==> src/shared/agc_pkg.sv <==
/*
  Constants, widths and conversion functions shared by the receive gain
  control decision logic and its counters.
  Assumes one instance per receive channel on the receiver sample clock.
*/
`default_nettype none

package agc_pkg;

  // widths
  localparam int SAMP_W   = 16;
  localparam int GAIN_W   = 8;
  localparam int STEP_W   = 5;
  localparam int CNT_W    = 10;
  localparam int PERIOD_W = 22;
  localparam int MV_W     = 10;
  localparam int DB_W     = 5;
  localparam int PWR_W    = 16;
  localparam int ACC_W    = 48;

  // full scale: peak voltage and matching magnitude code
  localparam logic [31:0]       FULL_SCALE_MV = 32'd707;
  localparam logic [SAMP_W-1:0] FULL_CODE     = 16'h7fff;

  // power estimate is the period sum of squares shifted down by this
  localparam int PWR_SHIFT = 24;

  // reset values
  localparam logic [GAIN_W-1:0]   GAIN_INDEX_RESET = 8'hff;
  localparam logic [PERIOD_W-1:0] PERIOD_RESET     = 22'h000000;
  localparam logic [CNT_W-1:0]    COUNT_RESET      = 10'h000;
  localparam logic [PWR_W-1:0]    POWER_RESET      = 16'h0000;

  // power tap selection codes
  localparam logic [1:0] TAP_HALFBAND  = 2'h0;
  localparam logic [1:0] TAP_RX_FILTER = 2'h1;
  localparam logic [1:0] TAP_DC_CORR   = 2'h2;

  // peak voltage threshold in mV to magnitude code
  function automatic logic [SAMP_W-1:0] mv_to_code(input logic [MV_W-1:0] mv);
    logic [31:0] p;
    p = (32'(mv) * 32'(FULL_CODE)) / FULL_SCALE_MV;
    return (p > 32'(FULL_CODE)) ? FULL_CODE : p[SAMP_W-1:0];
  endfunction

  // threshold in -dBFS to magnitude code: 6 dB per shift, table for the rest
  function automatic logic [SAMP_W-1:0] db_to_code(input logic [DB_W-1:0] db);
    logic [2:0]        rem;
    logic [2:0]        sh;
    logic [SAMP_W-1:0] base;
    rem = 3'(db % 5'd6);
    sh  = 3'(db / 5'd6);
    unique case (rem)
      3'h0: base = 16'h7fff;
      3'h1: base = 16'h7214;
      3'h2: base = 16'h65ac;
      3'h3: base = 16'h5a9d;
      3'h4: base = 16'h50c3;
      default: base = 16'h47fb;
    endcase
    return base >> sh;
  endfunction

endpackage

`default_nettype wire

==> src/shared/exceed_if.sv <==
/*
  Link between the decision logic and one threshold-exceeded sample counter.
  Assumes both ends run on the same clock.
*/
`timescale 1ns/100ps
`default_nettype none

interface exceed_if;
  logic                      hit;     // sample above threshold this cycle
  logic                      clear;   // restart count
  logic [agc_pkg::CNT_W-1:0] limit;   // programmed exceeded count
  logic [agc_pkg::CNT_W-1:0] count;
  logic                      reached; // count has reached limit

  modport counter (input hit, clear, limit, output count, reached);
  modport user    (output hit, clear, limit, input count, reached);
endinterface

`default_nettype wire

==> src/exceed_counter.sv <==
/*
  Counts samples above one threshold and flags when the programmed
  exceeded count is reached.
  Assumes hit is already qualified by the sample strobe.
*/
`timescale 1ns/100ps
`default_nettype none

module exceed_counter
(
  // clock and reset
  input  wire logic clock,
  input  wire logic srst,
  // counter link
  exceed_if.counter cnt
);

  logic [agc_pkg::CNT_W-1:0] count_reg;
  logic [agc_pkg::CNT_W-1:0] count_next;

  // clear wins; count saturates once the limit is reached
  always_comb
  begin
    count_next = count_reg;
    if (cnt.clear)
      count_next = agc_pkg::COUNT_RESET;
    else if (cnt.hit && !cnt.reached)
      count_next = count_reg + 1'b1;
  end

  always_ff @(posedge clock)
  begin
    if (srst)
      count_reg <= agc_pkg::COUNT_RESET;
    else
      count_reg <= count_next;
  end

  assign cnt.count   = count_reg;
  assign cnt.reached = (count_reg >= cnt.limit);

endmodule

`default_nettype wire

==> src/power_detector.sv <==
/*
  Digital power estimate: sum of squares of the selected tap over one
  update period, latched and restarted at each period expiry.
  Assumes samples are signed and qualified by sample_valid.
*/
`timescale 1ns/100ps
`default_nettype none

module power_detector
(
  // clock and reset
  input  wire logic                            clock,
  input  wire logic                            srst,
  // taps
  input  wire logic                            sample_valid,
  input  wire logic signed [agc_pkg::SAMP_W-1:0] halfband_sample,
  input  wire logic signed [agc_pkg::SAMP_W-1:0] rx_filter_sample,
  input  wire logic signed [agc_pkg::SAMP_W-1:0] dc_corr_sample,
  input  wire logic [1:0]                      power_tap_select,
  // period and result
  input  wire logic                            expiry,
  output logic [agc_pkg::PWR_W-1:0]            power_level
);

  logic signed [agc_pkg::SAMP_W-1:0] tap;
  logic [31:0]                       square;
  logic [agc_pkg::ACC_W-1:0]         acc_reg;
  logic [agc_pkg::ACC_W-1:0]         acc_next;
  logic [agc_pkg::ACC_W-1:0]         scaled;
  logic [agc_pkg::PWR_W-1:0]         level_reg;
  logic [agc_pkg::PWR_W-1:0]         level_next;

  // tap select, square, accumulate, latch at expiry
  always_comb
  begin
    unique case (power_tap_select)
      agc_pkg::TAP_RX_FILTER: tap = rx_filter_sample; // RULE16
      agc_pkg::TAP_DC_CORR:   tap = dc_corr_sample;
      default:                tap = halfband_sample;
    endcase
    square     = 32'(tap * tap);
    scaled     = acc_reg >> agc_pkg::PWR_SHIFT;
    level_next = level_reg;
    acc_next   = acc_reg;
    if (sample_valid)
      acc_next = acc_reg + agc_pkg::ACC_W'(square);
    if (expiry)
    begin
      acc_next   = sample_valid ? agc_pkg::ACC_W'(square) : '0; // expiry sample opens the new period
      level_next = (scaled > agc_pkg::ACC_W'(16'hffff)) ? 16'hffff : scaled[agc_pkg::PWR_W-1:0];
    end
  end

  always_ff @(posedge clock)
  begin
    if (srst)
    begin
      acc_reg   <= '0;
      level_reg <= agc_pkg::POWER_RESET;
    end
    else
    begin
      acc_reg   <= acc_next;
      level_reg <= level_next;
    end
  end

  assign power_level = level_reg;

endmodule

`default_nettype wire

==> src/rx_agc_detector_gain_logic.sv <==
/*
  Receive gain control decision logic for one channel: peak, half-band and
  power detectors steer the gain index down (attack) or up (recovery).
  Assumes all inputs come from logic on the same sample clock and that the
  configuration ports are held steady while running.
  // How it works
  // RULE1: peak high count reached steps gain down
  // RULE2: peak fast attack acts at once, else expiry
  // RULE3: peak decrement skipped below minimum gain index
  // RULE4: too few peak low hits raises gain
  // RULE5: increment skipped above maximum gain index
  // RULE6: any gain change clears all peak counters
  // RULE7: update period counter ignores gain changes
  // RULE8: peak thresholds in mV, 707 mV full scale
  // RULE9: half-band detector can be switched off
  // RULE10: half-band thresholds high, low, very low in -dBFS
  // RULE11: half-band high count reached steps gain down
  // RULE12: half-band fast attack timing and limit check
  // RULE13: too few half-band low hits raises gain
  // RULE14: too few very low hits raises gain
  // RULE15: software makes very low step larger
  // RULE16: power measured at selectable tap
  // RULE17: software orders power thresholds descending
  // RULE18: power above upper thresholds steps gain down
  // RULE19: power decrements only at period expiry
  // RULE20: power below lower thresholds raises gain
  // RULE21: software gives outer thresholds larger steps
  // RULE22: attack priority peak, half-band, upper high, upper low
  // RULE23: recovery priority very low, peak, half-band, lower low, lower high
  // RULE24: software zeroes peak steps for power only
  // RULE25: period counter reloads and strobes expiry
  // RULE26: one highest-priority change per decision instant
*/
`timescale 1ns/100ps
`default_nettype none

module rx_agc_detector_gain_logic
(
  // clock and reset
  input  wire logic                                clock,
  input  wire logic                                srst,
  // detector data
  input  wire logic                                sample_valid,
  input  wire logic [agc_pkg::SAMP_W-1:0]          peak_level,
  input  wire logic signed [agc_pkg::SAMP_W-1:0]   halfband_sample,
  input  wire logic signed [agc_pkg::SAMP_W-1:0]   rx_filter_sample,
  input  wire logic signed [agc_pkg::SAMP_W-1:0]   dc_corr_sample,
  // analog peak detector setup
  input  wire logic [agc_pkg::MV_W-1:0]            peak_high_threshold,
  input  wire logic [agc_pkg::MV_W-1:0]            peak_low_threshold,
  input  wire logic [agc_pkg::CNT_W-1:0]           peak_high_exceed_count,
  input  wire logic [agc_pkg::CNT_W-1:0]           peak_low_exceed_count,
  input  wire logic [agc_pkg::STEP_W-1:0]          peak_attack_step,
  input  wire logic [agc_pkg::STEP_W-1:0]          peak_recovery_step,
  input  wire logic                                peak_fast_attack,
  // half-band overload detector setup
  input  wire logic                                halfband_detect_on,
  input  wire logic [agc_pkg::DB_W-1:0]            halfband_high_threshold,
  input  wire logic [agc_pkg::DB_W-1:0]            halfband_low_threshold,
  input  wire logic [agc_pkg::DB_W-1:0]            halfband_verylow_threshold,
  input  wire logic [agc_pkg::CNT_W-1:0]           halfband_high_exceed_count,
  input  wire logic [agc_pkg::CNT_W-1:0]           halfband_low_exceed_count,
  input  wire logic [agc_pkg::CNT_W-1:0]           halfband_verylow_exceed_count,
  input  wire logic [agc_pkg::STEP_W-1:0]          halfband_attack_step,
  input  wire logic [agc_pkg::STEP_W-1:0]          halfband_recovery_step,
  input  wire logic [agc_pkg::STEP_W-1:0]          halfband_verylow_step,
  input  wire logic                                halfband_fast_attack,
  // power measure detector setup
  input  wire logic [1:0]                          power_tap_select,
  input  wire logic [agc_pkg::PWR_W-1:0]           power_upper_high_threshold,
  input  wire logic [agc_pkg::PWR_W-1:0]           power_upper_low_threshold,
  input  wire logic [agc_pkg::PWR_W-1:0]           power_lower_high_threshold,
  input  wire logic [agc_pkg::PWR_W-1:0]           power_lower_low_threshold,
  input  wire logic [agc_pkg::STEP_W-1:0]          power_upper_high_step,
  input  wire logic [agc_pkg::STEP_W-1:0]          power_upper_low_step,
  input  wire logic [agc_pkg::STEP_W-1:0]          power_lower_high_step,
  input  wire logic [agc_pkg::STEP_W-1:0]          power_lower_low_step,
  input  wire logic                                peak_only_select,
  // gain limits and period
  input  wire logic [agc_pkg::PERIOD_W-1:0]        gain_update_period,
  input  wire logic [agc_pkg::GAIN_W-1:0]          ch1_min_gain_index,
  input  wire logic [agc_pkg::GAIN_W-1:0]          ch1_max_gain_index,
  // results
  output logic [agc_pkg::GAIN_W-1:0]               gain_index,
  output logic                                     gain_changed,
  output logic                                     gain_rise,
  output logic [agc_pkg::PWR_W-1:0]                power_level
);

  localparam int GW = agc_pkg::GAIN_W + 1;

  exceed_if pk_hi_if ();
  exceed_if pk_lo_if ();
  exceed_if hb_hi_if ();
  exceed_if hb_lo_if ();
  exceed_if hb_vl_if ();

  logic [agc_pkg::PERIOD_W-1:0] period_reg;
  logic [agc_pkg::PERIOD_W-1:0] period_next;
  logic                         expiry;
  logic [agc_pkg::GAIN_W-1:0]   gain_reg;
  logic [agc_pkg::GAIN_W-1:0]   gain_next;
  logic                         changed_reg;
  logic                         rise_reg;
  logic [agc_pkg::SAMP_W-1:0]   hb_mag;
  logic                         hb_valid;
  logic                         pk_atk;
  logic                         hb_atk;
  logic                         pw_uh;
  logic                         pw_ul;
  logic                         hb_vl_rec;
  logic                         pk_rec;
  logic                         hb_lo_rec;
  logic                         pw_ll;
  logic                         pw_lh;
  logic                         dec_req;
  logic                         inc_req;
  logic [agc_pkg::STEP_W-1:0]   dec_step;
  logic [agc_pkg::STEP_W-1:0]   inc_step;
  logic                         dec_ok;
  logic                         inc_ok;
  logic                         chg_dec;
  logic                         chg_inc;
  logic                         chg;

  // magnitude of a signed sample
  function automatic logic [agc_pkg::SAMP_W-1:0] magnitude(input logic signed [agc_pkg::SAMP_W-1:0] s);
    return s[agc_pkg::SAMP_W-1] ? agc_pkg::SAMP_W'(-s) : agc_pkg::SAMP_W'(s);
  endfunction

  // update period counter: free running, reload on expiry
  always_comb
  begin
    expiry      = (period_reg == '0);                                           // RULE25
    period_next = expiry ? gain_update_period : period_reg - 1'b1;              // RULE7
  end

  always_ff @(posedge clock)
  begin
    if (srst)
      period_reg <= agc_pkg::PERIOD_RESET;
    else
      period_reg <= period_next;
  end

  // sample counters: hits against converted thresholds
  assign hb_mag   = magnitude(halfband_sample);
  assign hb_valid = sample_valid && halfband_detect_on;                          // RULE9
  assign pk_hi_if.hit = sample_valid && (peak_level > agc_pkg::mv_to_code(peak_high_threshold)); // RULE8
  assign pk_lo_if.hit = sample_valid && (peak_level > agc_pkg::mv_to_code(peak_low_threshold));
  assign hb_hi_if.hit = hb_valid && (hb_mag > agc_pkg::db_to_code(halfband_high_threshold)); // RULE10
  assign hb_lo_if.hit = hb_valid && (hb_mag > agc_pkg::db_to_code(halfband_low_threshold));
  assign hb_vl_if.hit = hb_valid && (hb_mag > agc_pkg::db_to_code(halfband_verylow_threshold));
  assign pk_hi_if.limit = peak_high_exceed_count;
  assign pk_lo_if.limit = peak_low_exceed_count;
  assign hb_hi_if.limit = halfband_high_exceed_count;
  assign hb_lo_if.limit = halfband_low_exceed_count;
  assign hb_vl_if.limit = halfband_verylow_exceed_count;
  // counters restart each period and on every gain change
  assign pk_hi_if.clear = expiry || chg;                                         // RULE6
  assign pk_lo_if.clear = expiry || chg;
  assign hb_hi_if.clear = expiry || chg;
  assign hb_lo_if.clear = expiry || chg;
  assign hb_vl_if.clear = expiry || chg;

  exceed_counter u_pk_hi (.clock(clock), .srst(srst), .cnt(pk_hi_if));
  exceed_counter u_pk_lo (.clock(clock), .srst(srst), .cnt(pk_lo_if));
  exceed_counter u_hb_hi (.clock(clock), .srst(srst), .cnt(hb_hi_if));
  exceed_counter u_hb_lo (.clock(clock), .srst(srst), .cnt(hb_lo_if));
  exceed_counter u_hb_vl (.clock(clock), .srst(srst), .cnt(hb_vl_if));

  power_detector u_power
  (
    .clock            (clock),
    .srst             (srst),
    .sample_valid     (sample_valid),
    .halfband_sample  (halfband_sample),
    .rx_filter_sample (rx_filter_sample),
    .dc_corr_sample   (dc_corr_sample),
    .power_tap_select (power_tap_select),
    .expiry           (expiry),
    .power_level      (power_level)
  );

  // overrange and underrange conditions; a zero peak or half-band step never claims priority, a zero power step still does
  always_comb
  begin
    pk_atk    = pk_hi_if.reached && (peak_fast_attack || expiry) && (peak_attack_step != '0); // RULE1 RULE2
    hb_atk    = halfband_detect_on && hb_hi_if.reached && (halfband_fast_attack || expiry)
                && (halfband_attack_step != '0);                                // RULE11 RULE12
    pw_uh     = expiry && !peak_only_select && (power_level > power_upper_high_threshold); // RULE18 RULE19
    pw_ul     = expiry && !peak_only_select && (power_level > power_upper_low_threshold);
    hb_vl_rec = expiry && halfband_detect_on && !hb_vl_if.reached && (halfband_verylow_step != '0); // RULE14
    pk_rec    = expiry && !pk_lo_if.reached && (peak_recovery_step != '0);      // RULE4
    hb_lo_rec = expiry && halfband_detect_on && !hb_lo_if.reached && (halfband_recovery_step != '0); // RULE13
    pw_ll     = expiry && !peak_only_select && (power_level < power_lower_low_threshold); // RULE20
    pw_lh     = expiry && !peak_only_select && (power_level < power_lower_high_threshold);
  end

  // priority selection of the single step
  always_comb
  begin
    dec_req  = 1'b1;
    dec_step = '0;
    if (pk_atk)                                                                  // RULE22
      dec_step = peak_attack_step;
    else if (hb_atk)
      dec_step = halfband_attack_step;
    else if (pw_uh)
      dec_step = power_upper_high_step;
    else if (pw_ul)
      dec_step = power_upper_low_step;
    else
      dec_req = 1'b0;
    inc_req  = 1'b1;
    inc_step = '0;
    if (hb_vl_rec)                                                               // RULE23
      inc_step = halfband_verylow_step;
    else if (pk_rec)
      inc_step = peak_recovery_step;
    else if (hb_lo_rec)
      inc_step = halfband_recovery_step;
    else if (pw_ll)
      inc_step = power_lower_low_step;
    else if (pw_lh)
      inc_step = power_lower_high_step;
    else
      inc_req = 1'b0;
  end

  // limit checks and gain update, attack beats recovery
  always_comb
  begin
    dec_ok    = (GW'(gain_reg) >= GW'(ch1_min_gain_index) + GW'(dec_step));    // RULE3 RULE12
    inc_ok    = (GW'(gain_reg) + GW'(inc_step) <= GW'(ch1_max_gain_index));    // RULE5
    chg_dec   = dec_req && dec_ok;
    chg_inc   = !dec_req && inc_req && inc_ok;                                   // RULE26
    chg       = chg_dec || chg_inc;
    gain_next = gain_reg;
    if (chg_dec)
      gain_next = gain_reg - agc_pkg::GAIN_W'(dec_step);
    else if (chg_inc)
      gain_next = gain_reg + agc_pkg::GAIN_W'(inc_step);
  end

  always_ff @(posedge clock)
  begin
    if (srst)
    begin
      gain_reg    <= agc_pkg::GAIN_INDEX_RESET;
      changed_reg <= 1'b0;
      rise_reg    <= 1'b0;
    end
    else
    begin
      gain_reg    <= gain_next;
      changed_reg <= chg;
      rise_reg    <= chg_inc;
    end
  end

  assign gain_index   = gain_reg;
  assign gain_changed = changed_reg;
  assign gain_rise    = rise_reg;
endmodule

`default_nettype wire

==> config.mk <==
export PLATFORM = sky130hd
export DESIGN_NAME = rx_agc_detector_gain_logic
export DESIGN_NICKNAME = d
export VERILOG_FILES = /design/src/shared/agc_pkg.sv /design/src/shared/exceed_if.sv /design/src/exceed_counter.sv /design/src/power_detector.sv /design/src/rx_agc_detector_gain_logic.sv
export SDC_FILE = /design/constraint.sdc
export NUM_CORES = 2
export LEC_CHECK = 0
export BUFFER_PORTS_ARGS = -buffer_cell sky130_fd_sc_hd__buf_2
export CAP_MARGIN = 10
export CORE_ASPECT_RATIO = 0.7
export CORE_MARGIN = 2
export CORE_UTILIZATION = 55
export CTS_BUF_LIST = sky130_fd_sc_hd__clkbuf_2
export DETAILED_ROUTE_END_ITERATION = 6
export PLACE_DENSITY = 0.74
export SYNTH_ARGS = -nofsm -noshare
export SYNTH_HDL_FRONTEND = slang
export SYNTH_SLANG_ARGS = --single-unit
export TNS_END_PERCENT = 30
==> constraint.sdc <==
create_clock -name clock -period 45.8 [get_ports clock]
set_clock_uncertainty 0.15 [all_clocks]
set_input_delay 11.45 -clock clock [delete_from_list [all_inputs] [get_ports clock]]
set_output_delay 11.45 -clock clock [all_outputs]
set_load 0.1 [all_outputs]
== Yosys cells after proc, flatten, opt, wreduce, memory -nomap -nowiden ==
Index checks and enable logic that the tools add are counted.

* Register bits after elaboration: 146
* Input bits: 305
* Word-level logic and storage cells: 156

* Add/subtract/negate cells: 12
* $mul: 3
* Div/mod/pow operators: 8
* $lt $le $gt $ge: 19
* Equality and inequality tests: 14
* Shifts and indexed selects: 3
* Multiplexer cells: 32
* Reduce and logical (&&, ||, !) cells: 54

{| class="wikitable"
|+ Operators with widths
! cell !! number
|-
| $pmux W14 S5 || 3
|-
| $gt A16 B16 Y1 || 7
|-
| $mux W48 || 2
|-
| $div A25 B10 Y32 const B || 2
|-
| $gt A32 B15 Y1 const B || 2
|-
| $mux W16 || 4
|-
| $add A10 B1 Y10 const B || 5
|-
| $ge A10 B10 Y1 || 5
|-
| $mul A10 B15 Y25 const B || 2
|-
| $add A48 B32 Y48 || 1
|-
| $shr A16 B3 Y16 || 3
|-
| $mux W5 || 9
|-
| $lt A16 B16 Y1 || 2
|-
| $mul A16 B16 Y32 || 1
|-
| $mux W32 || 1
|-
| $pmux W16 S2 || 1
|-
| $logic_and A1 B1 Y1 || 31
|-
| $reduce_bool A5 Y1 || 5
|-
| $gt A24 B16 Y1 const B || 1
|-
| $logic_not A22 Y1 || 1
|-
| $mux W22 || 1
|-
| $sub A22 B1 Y22 const B || 1
|-
| $add A8 B5 Y9 || 2
|-
| $eq A3 B2 Y1 const B || 6
|-
| other kinds (18) || 47
|}

== Depth between registers and ports, before layout ==
* Word-level depth: 14
* Mapped depth: 103
* Gate-level depth less buffers: 91

== Hierarchy ==
A second synthesis with hierarchy kept.

* Cells, all modules: 6375
* Area, all modules: 47558.1 µm²

{| class="wikitable"
|+ Modules (own cells, without submodules)
! module !! instances !! cells each !! area an instance (µm²)
|-
| rx_agc_detector_gain_logic || 1 || 4260 || 29732.3
|-
| power_detector || 1 || 1630 || 13872.1
|-
| exceed_counter || 5 || 97 || 790.8
|}

== Least setup slack after synthesis ==
Ideal clock, no wire load.

* Kind: input-to-reg
* Start point: input port peak_low_threshold[4] (netlist name)
* End point: register u_pk_lo.count_reg, in the netlist u_pk_lo.cnt.count[9]
* Setup time: 128 ps
* Arrival: 32232 ps
* Required time: 45522 ps
* Setup slack: 13291 ps
* Cell stages on the path: 93
* Path through: fa_1 -> fa_1 -> xor2_1 -> ha_1 -> xnor2_1 -> ha_1 -> a21oi_1 -> fa_1 -> inv_1 -> ha_1 -> buf_4 -> a21oi_1 -> o21ai_0 -> or3_1 -> o311a_1 -> o311a_1 -> or4_1 -> buf_4 -> [... 57 more ...] -> ha_1 -> nor2b_1 -> o21a_1 -> o21ai_0 -> nand2b_1 -> a21oi_1 -> nor2b_1 -> o21ai_0 -> nand2b_1 -> a21oi_1 -> o31ai_1 -> nand4_1 -> nor2_1 -> and3_1 -> and3_1 -> nand3_1 -> xor2_1 -> nor2_1

* Longest elaborated chain between the ends: 7

{| class="wikitable"
|+ RTL lines
! item !! line !! RTL
|-
| start, declared || rx_agc_detector_gain_logic.sv:50 || <nowiki>input wire logic [agc_pkg::MV_W-1:0] peak_low_threshold,</nowiki>
|-
| $mul A10 B15 Y25 (*) || agc_pkg.sv:42 || <nowiki>p = (32'(mv) * 32'(FULL_CODE)) / FULL_SCALE_MV;</nowiki>
|-
| $div A25 B10 Y32 (*) || agc_pkg.sv:42 ||
|-
| $gt A32 B15 Y1 || agc_pkg.sv:43 || <nowiki>return (p > 32'(FULL_CODE)) ? FULL_CODE : p[SAMP_W-1:0];</nowiki>
|-
| $mux W16 (*) || agc_pkg.sv:43 ||
|-
| $gt A16 B16 Y1 (*) || rx_agc_detector_gain_logic.sv:150 || <nowiki>assign pk_lo_if.hit = sample_valid && (peak_level > agc_pkg::mv_to_code(peak_low_threshold));</nowiki>
|-
| $logic_and A1 B1 Y1 (*) || rx_agc_detector_gain_logic.sv:150 ||
|-
| $logic_and A1 B1 Y1 (*) || exceed_counter.sv:27 || <nowiki>else if (cnt.hit && !cnt.reached)</nowiki>
|-
| end signal, assigned || exceed_counter.sv:34 || <nowiki>count_reg <= agc_pkg::COUNT_RESET;</nowiki>
|-
| end signal, assigned || exceed_counter.sv:36 || <nowiki>count_reg <= count_next;</nowiki>
|-
| end, declared || exceed_counter.sv:18 || <nowiki>logic [agc_pkg::CNT_W-1:0] count_reg;</nowiki>
|}

Mark *: on every way between the ends. The rest lies on a longest branch, timed or not.
A chain may end at the register's enable or synchronous reset.

== Worst setup path after layout ==
* Start point: input port peak_low_threshold[7] (netlist name)
* End point: register u_pk_lo.count_reg, in the netlist u_pk_lo.cnt.count[9]

The elaborated chain is that of the path after synthesis.

==> results.sh <==
export IMPL_outcome="finished, violations left"
export IMPL_violations="DRC"
export IMPL_reg2reg_from="u_power.power_level[1]$_SDFFE_PP0P_"
export IMPL_cp_start_kind="input pin"
export IMPL_grtUsageTotal_pct=31.0
export IMPL_post_cts_buffers=0
export IMPL_drt_iter0_markers=4434
export IMPL_ys_top_cells_by_count="inv_1 (649), nor2_1 (593), nand2_1 (499), ha_1 (497), a21oi_1 (378)"
export IMPL_globalplace_congestion=0.970
export IMPL_die_y_um=244
export IMPL_postRouteAntennaNets=0
export IMPL_htreeDepth=4
export IMPL_cp_arrival_ns=36.97
export IMPL_yosysUniqueCellTypes=170
export IMPL_avgSynthCellArea_um2=7.50
export IMPL_final_setup_tns_ns=0
export IMPL_reg2reg_depth=46
export IMPL_dieArea_um2=84600
export IMPL_crit_fanout=15
export IMPL_setup_viol=0
export IMPL_wl_met3_um=13400
export IMPL_min_path_cells=2
export IMPL_critPathLaunch="peak_low_threshold[7]"
export IMPL_cts_buffers=17
export IMPL_start_util_pct=55.9
export IMPL_synth_seq_area_share_pct=6.46
export IMPL_hold_viol=0
export IMPL_fmax_mhz=27.5
export IMPL_yosysWarnings=0
export IMPL_clock_sinks=146
export IMPL_maxUsedRoutingLayer="met5"
export IMPL_netlist_area_um2=45200
export IMPL_cts_root_buf="clkbuf_2"
export IMPL_synth_cells=6034
export IMPL_synthArstFlopShare_pct=0
export IMPL_firstDrtPassIters=7
export IMPL_port_buffers=330
export IMPL_grt_ovfl_total=0
export IMPL_syn_to_final_growth_pct=5.29
export IMPL_largest_reg_flops=48
export IMPL_synth_top_area_share_pct=13.9
export IMPL_clk_pin_slew_worst_paths_ns=0.29
export IMPL_grt_max_degree=57
export IMPL_worstPathRequired_ns=46.39
export IMPL_max_stage_delay_ns=0.85
export IMPL_placed_area_um2=47400
export IMPL_worst_pin_slew_ns=1.16
export IMPL_die_w_um=347
export IMPL_worstSetupPathType="in2reg"
export IMPL_wl_met2_um=54600
export IMPL_place_hpwl_um=111000
export IMPL_via_per_inst=6.21
export IMPL_core_area_um2=81000
export IMPL_cpMostUsedCell="nor2_1"
export IMPL_hp_class="reg2reg"
export IMPL_num_io_pins=331
export IMPL_post_route_period_util_pct=79.4
export IMPL_drv_cap=0
export IMPL_synth_area_leaders="fa_1 (14%), ha_1 (14%), dfxtp_1 (6.5%)"
export IMPL_antenna_found_initial=11
export IMPL_period_minus_slack_ns=36.37
export IMPL_clk_latency_ns=0.87
export IMPL_nNetsFinal=7293
export IMPL_post_cts_resized=0
export IMPL_route_detailed_drc=1
export IMPL_clk_path_buf_depth=2
export IMPL_rsz0062_at_grt="no"
export IMPL_ys_flop_type="dfxtp_1"
export IMPL_min_from="u_power.acc_reg[38]$_SDFFE_PP0P_"
export IMPL_endpoint_kind="flip-flop"
export IMPL_grt_pass1_wl_um=218000
export IMPL_drv_slew=0
export IMPL_row_count=87
export IMPL_synth_seq_cells=146
export IMPL_num_vias=45100
export IMPL_m1WireLength_um=63900
export IMPL_wirelength_um=135000
export IMPL_grt_pass1_vias=40900
export IMPL_drive_above_1_share_pct=10.3
export IMPL_synth_edf_count=0
export IMPL_synth_largest_area_cell="fa_1"
export IMPL_relSlewSlack_pct=21.9
export IMPL_final_cell_area_um2=47600
export IMPL_crit_slowest_cell="o32ai_2"
export IMPL_yosysMostFrequentCell="inv_1"
export IMPL_cts_tree="done"
export IMPL_wire_per_inst_um=18.5
export IMPL_ctsHoldBuffers=0
-- through the flow --
step / util (%) / setup slack (ns) / cells / hold WS, ns
3_5_place_dp: 58.5 / 9.00 / 7224 / 0.331
3_3_place_gp: 58.5 / 9.71 / 7224 / 0.324
4_1_cts: 58.8 / 9.93 / 7256 / 0.358
5_1_grt: 58.8 / 7.40 / 7258 / 0.381
2_1_floorplan: - / 13.29 / 6035 / 0.287
6_report: 58.8 / 9.43 / 7263 / 0.365
-- final timing paths --
kind                                                        endpoint  slack [ns]
worst max-delay path               u_pk_lo.cnt.count[9]$_SDFFE_PP0P_        9.43
worst min-delay path            u_power.power_level[14]$_SDFFE_PP0P_        0.36
worst max register to register     u_hb_lo.cnt.count[3]$_SDFFE_PP0P_       35.82
worst min register to register  u_power.power_level[14]$_SDFFE_PP0P_        0.36
-- cell type report --
type | instances | area [um2]
multi-input cells | 4989 | 38700
fillers | 7538 | 33300
flip-flops and latches | 146 | 2920
inverters | 657 | 2470
repair buffers | 365 | 1910
well taps | 1068 | 1340
clock inverters | 15 | 163
clock buffers | 17 | 85.1
diodes | 6 | 15.0
-- critical path: cells and delay by family --
| family | cells | cell delay (ns) |
|---|---|---|
| adders and majority gates | 8 | 3.08 |
| AOI/OAI and AO/OA | 47 | 14.51 |
| buffers and inverters | 3 | 0.35 |
| and+or+nand+nor | 24 | 5.66 |
| xor gates and xnor gates | 6 | 1.42 |
| muxes | 2 | 0.45 |
-- layer usage --
| metal | up-vias | track usage [%] |
|---|---|---|
| met4 | 4 | 5.74 |
| met1 | 21300 | 47.9 |
| met3 | 158 | 5.92 |
| met2 | 2001 | 44.4 |
| met5 | - | 0 |
| li1 | 21700 | - |
-- placed cells by master (no fill, tap or decap), types with 63 or more instances in the layout --
cell type,instances
nor3_1,152
dfxtp_1,146
o21ai_0,364
nand2b_1,100
a21oi_1,378
nor2_1,591
mux2i_1,75
a211oi_1,63
nor2b_1,69
fa_1,315
nand2_1,499
buf_2,330
ha_1,497
a22oi_1,69
xnor2_1,257
xor2_1,118
nand3_1,151
inv_1,649
a21o_1,108
-- cells by family (layout without fill, tap and decap cells) --
| kind of cell | after synthesis | after routing | share of synthesized area (%) |
|---|---|---|---|
| AO/OA/AOI/OAI | 1728 | 1728 | 26.7 |
| AND/OR/NAND/NOR | 1947 | 1947 | 20.6 |
| adder cells (fa/ha/maj) | 819 | 819 | 27.8 |
| XOR/XNOR | 387 | 387 | 7.83 |
| flip-flops | 146 | 146 | 6.46 |
| other | 1 | 8 | 0.00829 |
| multiplexers | 106 | 106 | 2.52 |
| buffers and inverters | 900 | 1054 | 8.00 |
Power is not shown: default switching activity piles up to over one toggle a cycle in this logic, so the estimate is an artifact.
